[config.mk]
export PLATFORM = sky130hd
export DESIGN_NAME = rcmc_control
export DESIGN_NICKNAME = d
export VERILOG_FILES = /design/src/logic/rcmc_pkg.sv /design/src/logic/rcmc_resume_select.sv /design/src/logic/rcmc_control.sv
export SDC_FILE = /design/constraint.sdc
export NUM_CORES = 1
export LEC_CHECK = 0
export ABC_AREA = 1
export ABC_CLOCK_PERIOD_IN_PS = 800
export BUFFER_PORTS_ARGS = -buffer_cell sky130_fd_sc_hd__buf_2
export CORE_ASPECT_RATIO = 1.2
export CORE_MARGIN = 10
export CORE_UTILIZATION = 40
export CTS_CLUSTER_DIAMETER = 120
export CTS_CLUSTER_SIZE = 14
export DETAILED_ROUTE_END_ITERATION = 7
export PLACE_DENSITY_LB_ADDON = 0.1
export RECOVER_POWER = 50
export SYNTH_ARGS = -nofsm -noshare
export SYNTH_HDL_FRONTEND = slang
export SYNTH_HIERARCHICAL = 1
export SYNTH_SLANG_ARGS = --single-unit
[constraint.sdc]
create_clock -name clk -period 0.8 [get_ports clk]
set_input_delay 0.16 -clock clk [delete_from_list [all_inputs] [get_ports clk]]
set_output_delay 0.16 -clock clk [all_outputs]
set_load 0.01 [all_outputs]
[src/logic/rcmc_pkg.sv]
package rcmc_pkg;

    // Register offsets on the host port
    localparam logic [7:0] CMD_OFFSET = 8'ha4;
    localparam logic [7:0] MODE_OFFSET = 8'ha5;

    // Reset values
    localparam logic [7:0] CMD_RESET = 8'h00;
    localparam logic [5:0] MODE_RESET = 6'h04;

    // Width of the implemented part of the mode register
    localparam int MODE_BITS = 6;

    // Command register field positions
    localparam int CMD_GAIN_FREEZE_BIT = 3;
    localparam int CMD_FREQ_FREEZE_BIT = 2;
    localparam int CMD_TIMEOUT_BIT = 1;
    localparam int CMD_MSG_END_BIT = 0;

    // Mode register field positions
    localparam int MODE_NEXT_CFG_BIT = 5;
    localparam int MODE_NEXT_CH_BIT = 4;
    localparam int MODE_CYCLE_CLR_BIT = 3;
    localparam int MODE_FRAME_CLR_BIT = 2;
    localparam int MODE_LOCK_BIT = 1;
    localparam int MODE_XTAL_BIT = 0;

    // External processing selector values that allow forced events
    localparam logic [1:0] EXT_PROC_ONE = 2'h1;
    localparam logic [1:0] EXT_PROC_TWO = 2'h2;

    // First configuration of the polling set
    localparam logic [1:0] CONFIG_A = 2'h0;

    // Operating mode selector: slave run or sleep versus self polling
    localparam logic MODE_SELF_POLL = 1'h1;

    // FIFO lock states, Gray along free to held
    typedef enum logic {
        LK_FREE = 1'h0,
        LK_HELD = 1'h1
    } rcmc_lock_t;

endpackage : rcmc_pkg

[src/logic/rcmc_resume_select.sv]
// Picks the configuration at which self polling resumes
module rcmc_resume_select (
    // Polling position
    input wire logic [1:0] currentConfig,
    input wire logic [1:0] configurationSelect,
    // Advance request
    input wire logic advance,
    // Result
    output logic [1:0] nextConfig
);

    // On advance step to the next configuration, wrapping to A after the last selected one; A without advance
    always_comb
    begin
        if (!advance)
        begin
            nextConfig = rcmc_pkg::CONFIG_A;
        end
        else if (currentConfig >= configurationSelect)
        begin
            // Last configuration of the set, wrap around
            nextConfig = rcmc_pkg::CONFIG_A;
        end
        else
        begin
            nextConfig = currentConfig + 2'h1;
        end
    end

endmodule : rcmc_resume_select

[src/logic/rcmc_control.sv]
// Function
// - Gain freeze command pulses when host-sourced
// - Frequency freeze command pulses when host-sourced
// - Forced timeout under external processing
// - Forced message end under external processing
// - Message end resumes at A or next
// - Timeout resumes at A or next channel
// - Single channel: timeout advances configuration
// - Cycle start clears FIFO in slave
// - Wake-up clears FIFO in self polling
// - Frame start clears FIFO, default enabled
// - Lock FIFO on message end
// - Halt receive chain while locked
// - Crystal precision kept in sleep
// - Mode select: slave/sleep or polling
// - Configuration select bounds polling set
//
// Chosen here: the strobed register port.
module rcmc_control (
    // Clock and reset
    input wire logic clk,
    input wire logic rst,
    // Host register port
    input wire logic [7:0] regAddr,
    input wire logic [7:0] regWriteData,
    input wire logic regWrite,
    input wire logic regRead,
    output logic [7:0] regReadData,
    // Settings held elsewhere in the device
    input wire logic gainFreezeSource,
    input wire logic freqFreezeSource,
    input wire logic [1:0] externalProcessingSelect,
    input wire logic operatingModeSelect,
    input wire logic [1:0] configurationSelect,
    input wire logic singleChannel,
    // Receive chain events
    input wire logic receiveTimeoutIn,
    input wire logic messageEndIn,
    input wire logic slaveCycleStart,
    input wire logic wakeupFound,
    input wire logic frameStart,
    input wire logic fifoLockRelease,
    // Polling sequencer position
    input wire logic pollRunActive,
    input wire logic [1:0] currentConfig,
    // Freeze commands
    output logic manualGainFreeze,
    output logic manualFreqFreeze,
    // Event outputs
    output logic receiveTimeoutEvent,
    output logic messageEndEvent,
    // FIFO control
    output logic fifoClear,
    output logic fifoLocked,
    output logic rxChainHalt,
    // Polling resume decision
    output logic resumeStrobe,
    output logic [1:0] resumeConfig,
    output logic resumeNextChannel,
    // Oscillator
    output logic crystalPrecisionInSleep
);

    // All state of the block in one word
    typedef struct packed {
        logic [rcmc_pkg::MODE_BITS-1:0] modeCtrl;
        logic [7:0] readData;
        logic gainFreeze;
        logic freqFreeze;
        logic timeout;
        logic msgEnd;
        logic fifoClr;
        logic resume;
        logic [1:0] resumeCfg;
        logic resumeChannel;
        rcmc_pkg::rcmc_lock_t lock;
    } rcmc_state_t;

    rcmc_state_t state_q;
    rcmc_state_t state_d;

    // Decoded strobes
    logic cmdWrite;
    logic modeWrite;
    logic externalMode;
    logic forcedTimeout;
    logic forcedMsgEnd;
    logic timeoutNow;
    logic msgEndNow;
    logic selfPolling;
    logic resumeFromMsg;
    logic resumeFromTimeout;
    logic advanceConfig;
    logic [1:0] nextConfig;

    // Address match, used for both strobes and the read mux
    function automatic logic hit(input logic [7:0] addr, input logic [7:0] offset);
        hit = (addr == offset);
    endfunction : hit

    assign cmdWrite = regWrite && hit(regAddr, rcmc_pkg::CMD_OFFSET);
    assign modeWrite = regWrite && hit(regAddr, rcmc_pkg::MODE_OFFSET);

    // Operating mode bit tells slave/sleep apart from polling
    // mode select decode
    assign selfPolling = (operatingModeSelect == rcmc_pkg::MODE_SELF_POLL);

    // Forcing only applies while data processing is done outside
    assign externalMode = (externalProcessingSelect == rcmc_pkg::EXT_PROC_ONE)
        || (externalProcessingSelect == rcmc_pkg::EXT_PROC_TWO);

    assign forcedTimeout = cmdWrite && externalMode
        && regWriteData[rcmc_pkg::CMD_TIMEOUT_BIT];
    assign forcedMsgEnd = cmdWrite && externalMode
        && regWriteData[rcmc_pkg::CMD_MSG_END_BIT];

    // Forced events merge with the internally detected ones
    assign timeoutNow = receiveTimeoutIn || forcedTimeout;
    assign msgEndNow = messageEndIn || forcedMsgEnd;

    // Resume decisions only count while running out of self polling
    assign resumeFromMsg = selfPolling && pollRunActive && msgEndNow;
    assign resumeFromTimeout = selfPolling && pollRunActive && timeoutNow && !msgEndNow;

    assign advanceConfig = resumeFromMsg
        ? state_q.modeCtrl[rcmc_pkg::MODE_NEXT_CFG_BIT]
        : (state_q.modeCtrl[rcmc_pkg::MODE_NEXT_CH_BIT] && singleChannel);

    rcmc_resume_select resumeSelect (
        .currentConfig(currentConfig),
        .configurationSelect(configurationSelect),
        .advance(advanceConfig),
        .nextConfig(nextConfig)
    );

    // Next-state logic for the whole block
    always_comb
    begin
        state_d = state_q;

        if (modeWrite)
        begin
            state_d.modeCtrl = regWriteData[rcmc_pkg::MODE_BITS-1:0];
        end

        // Read data valid only in the cycle after the strobe
        state_d.readData = 8'h00;
        if (regRead && hit(regAddr, rcmc_pkg::MODE_OFFSET))
        begin
            state_d.readData = {2'h0, state_q.modeCtrl};
        end
        // command register reads zero
        // Command reads and unmapped reads leave zero

        state_d.gainFreeze = cmdWrite && gainFreezeSource
            && regWriteData[rcmc_pkg::CMD_GAIN_FREEZE_BIT];
        state_d.freqFreeze = cmdWrite && freqFreezeSource
            && regWriteData[rcmc_pkg::CMD_FREQ_FREEZE_BIT];

        // one pulse per write
        // Event outputs are single-cycle, so a repeated write retriggers
        state_d.timeout = timeoutNow;
        state_d.msgEnd = msgEndNow;

        // FIFO clear sources
        state_d.fifoClr = 1'h0;
        if (state_q.modeCtrl[rcmc_pkg::MODE_CYCLE_CLR_BIT] && !selfPolling && slaveCycleStart)
        begin
            state_d.fifoClr = 1'h1;
        end
        if (state_q.modeCtrl[rcmc_pkg::MODE_CYCLE_CLR_BIT] && selfPolling && wakeupFound)
        begin
            state_d.fifoClr = 1'h1;
        end
        if (state_q.modeCtrl[rcmc_pkg::MODE_FRAME_CLR_BIT] && frameStart)
        begin
            state_d.fifoClr = 1'h1;
        end

        // Lock: a message end in the release cycle keeps the lock while the lock bit is set
        unique case (state_q.lock)
            rcmc_pkg::LK_FREE:
            begin
                if (state_q.modeCtrl[rcmc_pkg::MODE_LOCK_BIT] && msgEndNow)
                begin
                    state_d.lock = rcmc_pkg::LK_HELD;
                end
            end
            rcmc_pkg::LK_HELD:
            begin
                // Set wins over release
                if (fifoLockRelease
                    && !(state_q.modeCtrl[rcmc_pkg::MODE_LOCK_BIT] && msgEndNow))
                begin
                    state_d.lock = rcmc_pkg::LK_FREE;
                end
            end
        endcase

        // Resume decision, message end takes priority over timeout
        state_d.resume = resumeFromMsg || resumeFromTimeout;
        state_d.resumeCfg = rcmc_pkg::CONFIG_A;
        state_d.resumeChannel = 1'h0;
        if (resumeFromMsg)
        begin
            state_d.resumeCfg = nextConfig;
        end
        else if (resumeFromTimeout)
        begin
            state_d.resumeCfg = nextConfig;
            state_d.resumeChannel = state_q.modeCtrl[rcmc_pkg::MODE_NEXT_CH_BIT]
                && !singleChannel;
        end
    end

    // State register
    always_ff @(posedge clk or posedge rst)
    begin
        if (rst)
        begin
            state_q <= '{
                modeCtrl: rcmc_pkg::MODE_RESET,
                readData: rcmc_pkg::CMD_RESET,
                gainFreeze: 1'h0,
                freqFreeze: 1'h0,
                timeout: 1'h0,
                msgEnd: 1'h0,
                fifoClr: 1'h0,
                resume: 1'h0,
                resumeCfg: rcmc_pkg::CONFIG_A,
                resumeChannel: 1'h0,
                lock: rcmc_pkg::LK_FREE
            };
        end
        else
        begin
            state_q <= state_d;
        end
    end

    // Outputs straight from the state word
    assign regReadData = state_q.readData;
    assign manualGainFreeze = state_q.gainFreeze;
    assign manualFreqFreeze = state_q.freqFreeze;
    assign receiveTimeoutEvent = state_q.timeout;
    assign messageEndEvent = state_q.msgEnd;
    assign fifoClear = state_q.fifoClr;
    assign fifoLocked = logic'(state_q.lock);
    assign rxChainHalt = logic'(state_q.lock);
    assign resumeStrobe = state_q.resume;
    assign resumeConfig = state_q.resumeCfg;
    assign resumeNextChannel = state_q.resumeChannel;
    assign crystalPrecisionInSleep = state_q.modeCtrl[rcmc_pkg::MODE_XTAL_BIT];
endmodule : rcmc_control

==> impl_metrics.env <==
export IMPL_status="complete, but fails checks"
export IMPL_violations="setup timing"
export IMPL_root_buffer="clkbuf_4"
export IMPL_hold_slack_ps=19.7
export IMPL_grt_overflow_total=0
export IMPL_start_util_pct=42.5
export IMPL_fin_area_um2=1720
export IMPL_synthArstFlopShare_pct=100
export IMPL_yosysTopAreaCell="dfrtp_1"
export IMPL_slew_violations=0
export IMPL_diodes=0
export IMPL_wl_um=2600
export IMPL_cts_sinks=22
export IMPL_fp_dieW_um=67.8
export IMPL_track_usage_pct=9.75
export IMPL_synth_cell_types=23
export IMPL_via_per_inst=4.28
export IMPL_die_area_um2=5240
export IMPL_clock_fmax_ghz=0.996
export IMPL_postSynthAreaPerCell_um2=8.70
export IMPL_cp_max_fo=3
export IMPL_antenna_left=0
export IMPL_synth_top_area_share_pct=47.9
export IMPL_cp_data_required_time_ps=640
export IMPL_design_core_area_um2=2580
export IMPL_clock_path_buffers=2
export IMPL_antenna_found_initial=0
export IMPL_power_internal_mw=1.55
export IMPL_cts_tree="done"
export IMPL_synth_area_um2=1100
export IMPL_power_mw=2.09
export IMPL_final_hold_violation_count=0
export IMPL_area_growth_pct=56.7
export IMPL_portBuffers=52
export IMPL_drtPass1Iterations=2
export IMPL_gp_congestion=0.746
export IMPL_pwr_share_comb_pct=20.4
export IMPL_whs_path_depth=2
export IMPL_rrSetupSlack_ps=-70
export IMPL_clk_latency_ps=300
export IMPL_startpoint_type="flip-flop"
export IMPL_fin_skew_ps=1.81
export IMPL_hp_start="fifoLockRelease"
export IMPL_final_nets=232
export IMPL_rsz0062_at_grt="yes"
export IMPL_yosys_register_bits=22
export IMPL_grt_max_degree=16
export IMPL_synthTopCellsByArea="dfrtp_1 (48%), inv_1 (8.2%), buf_4 (7.5%), nor2_1 (7.2%), nand2_1 (5.1%)"
export IMPL_path_delay_family="flip-flops"
export IMPL_drcViolationCount=0
export IMPL_cp_slowest_stage_delay_ps=400
export IMPL_reg2reg_from="state_q[23]$_DFFE_PP0P_"
export IMPL_numCtsBuffers=3
export IMPL_yosysMostFrequentCell="inv_1"
export IMPL_dp_hpwl_um=2130
export IMPL_p_per_area_nw_per_um2=1220
export IMPL_postLayoutCoreUtil_pct=66.7
export IMPL_seqPwrFrac_pct=55.5
export IMPL_crit_path_start="fifoLocked$_DFF_PP0_"
export IMPL_crit_cells=1
export IMPL_critical_path_cell_chain="buf_2"
export IMPL_swShare_pct=25.6
export IMPL_period_needed_ps=1000
export IMPL_io_pins=57
export IMPL_period_share_pct=126
export IMPL_rr_worst_depth=6
export IMPL_first_global_vias=1024
export IMPL_die_h_um=77.3
export IMPL_crit_type="reg -> out"
export IMPL_slowest_stage="dfrtp_1"
export IMPL_critPathBufInv=1
export IMPL_hold_path_class="in -> reg"
export IMPL_vias=963
export IMPL_grt_pass1_wl_um=4170
export IMPL_rows=20
export IMPL_drv_cap=0
export IMPL_endpoint_kind="output port"
export IMPL_synth_common_cells="inv_1 (24), dfrtp_1 (21), nor2_1 (21), nand2_1 (15), buf_4 (11)"
export IMPL_place_area_um2=1480
export IMPL_finalSetupTns_ps=-3450
export IMPL_drive_gt1_share_pct=59.4
export IMPL_vdd_ir_drop_max_mv=0.710
export IMPL_path_clk_slew_ps=110
export IMPL_routedWlPerCell_um=11.6
export IMPL_power_leakage_nw=0.963
export IMPL_worst_slack_ps=-204
export IMPL_p_sw_mw=0.534
export IMPL_drtIter0Drc=26
export IMPL_yosys_warnings=6
export IMPL_setup_viol=26
export IMPL_synth_main_ff_cell="dfrtp_1"
export IMPL_cts_max_level=1
export IMPL_critical_path_arrival_ps=840
export IMPL_synthCells=126
export IMPL_clkPwrFrac_pct=24.1
export IMPL_yosysSeqAreaShare_pct=50.3
export IMPL_synth_edff_count=0
[final cells by class]
cell class | instances | area [um^2]
repair buffers | 73 | 508
multi-input cells | 68 | 497
inverters | 25 | 93.8
fillers | 211 | 860
well taps | 33 | 41.3
flip-flops and latches | 22 | 552
clock buffers | 4 | 26.3
[power by group through the flow]
| stage | Sequential, mW | Clock (mW) | Combinational, mW |
|---|---|---|---|
| 2_1_floorplan | 1.19 | 0 | 0.167 |
| 3_3_place_gp | 1.18 | 0 | 0.360 |
| 3_5_place_dp | 1.18 | 0 | 0.371 |
| 4_1_cts | 1.16 | 0.523 | 0.404 |
| 5_1_grt | 1.16 | 0.577 | 0.473 |
| 6_report | 1.16 | 0.504 | 0.425 |
[metrics by stage]
step,std cells,setup WS (ps)
after floorplan,127,-309
after global placement,218,-402
after detailed placement,218,-456
after CTS,225,-215
after global routing,225,-263
final,225,-204
[sequential cells by signal, indices dropped and copies added, names as in the netlist]
signal                   flops
manualFreqFreeze             1
crystalPrecisionInSleep      1
fifoLocked                   1
regReadData                  6
state_q                      5
messageEndEvent              1
resumeConfig                 2
manualGainFreeze             1
resumeNextChannel            1
resumeStrobe                 1
fifoClear                    1
receiveTimeoutEvent          1
[metal layers]
layer	wire, um	part of all wire, %	track usage [%]	vias to the layer above
li1	-	-	-	496
met4	28	1.1	4.84	0
met3	232	8.9	2.59	4
met1	1010	39	11.0	424
met2	1330	51	16.3	39
met5	0	0	0	-
[worst paths after layout]
kind | to
setup / recovery | fifoLocked
hold / removal | fifoLocked$_DFF_PP0_
setup reg to reg | resumeConfig[0]$_DFF_PP0_
hold reg to reg | fifoLocked$_DFF_PP0_
max in group asynchronous | state_q[20]$_DFFE_PP1P_
min in group asynchronous | regReadData[3]$_DFF_PP0_
[cell families after synthesis]
family                   synth area share (%)
AND/OR/NAND/NOR                          25.0
buffers and inverters                    17.1
flip-flops                               50.3
AO/OA/AOI/OAI                            4.91
adder cells (fa/ha/maj)                  2.28
other                                   0.342
[layout by cell type (no fill, tap or decap), types with 3 or more instances in the layout]
| cell | count |
|---|---|
| clkbuf_4 | 3 |
| buf_2 | 45 |
| nor2_4 | 8 |
| nand3_2 | 4 |
| dfrtp_1 | 21 |
| inv_2 | 4 |
| buf_6 | 11 |
| nor2_1 | 12 |
| nor2_2 | 4 |
| nand2_1 | 12 |
| nand2_2 | 6 |
| inv_1 | 21 |
| a21oi_2 | 6 |
| buf_4 | 13 |
[repair_timing]
action | CTS | global route
hold endpoints to repair | 21 | 0
hold buffers | 1 | 0
gates cloned | 1 | 0
resized for setup | 23 | 15
pin swaps | 14 | 7
buffers inserted | 1 | 0
setup endpoints to repair | 27 | 36
Note: power is estimated with default switching activity, not from simulation.
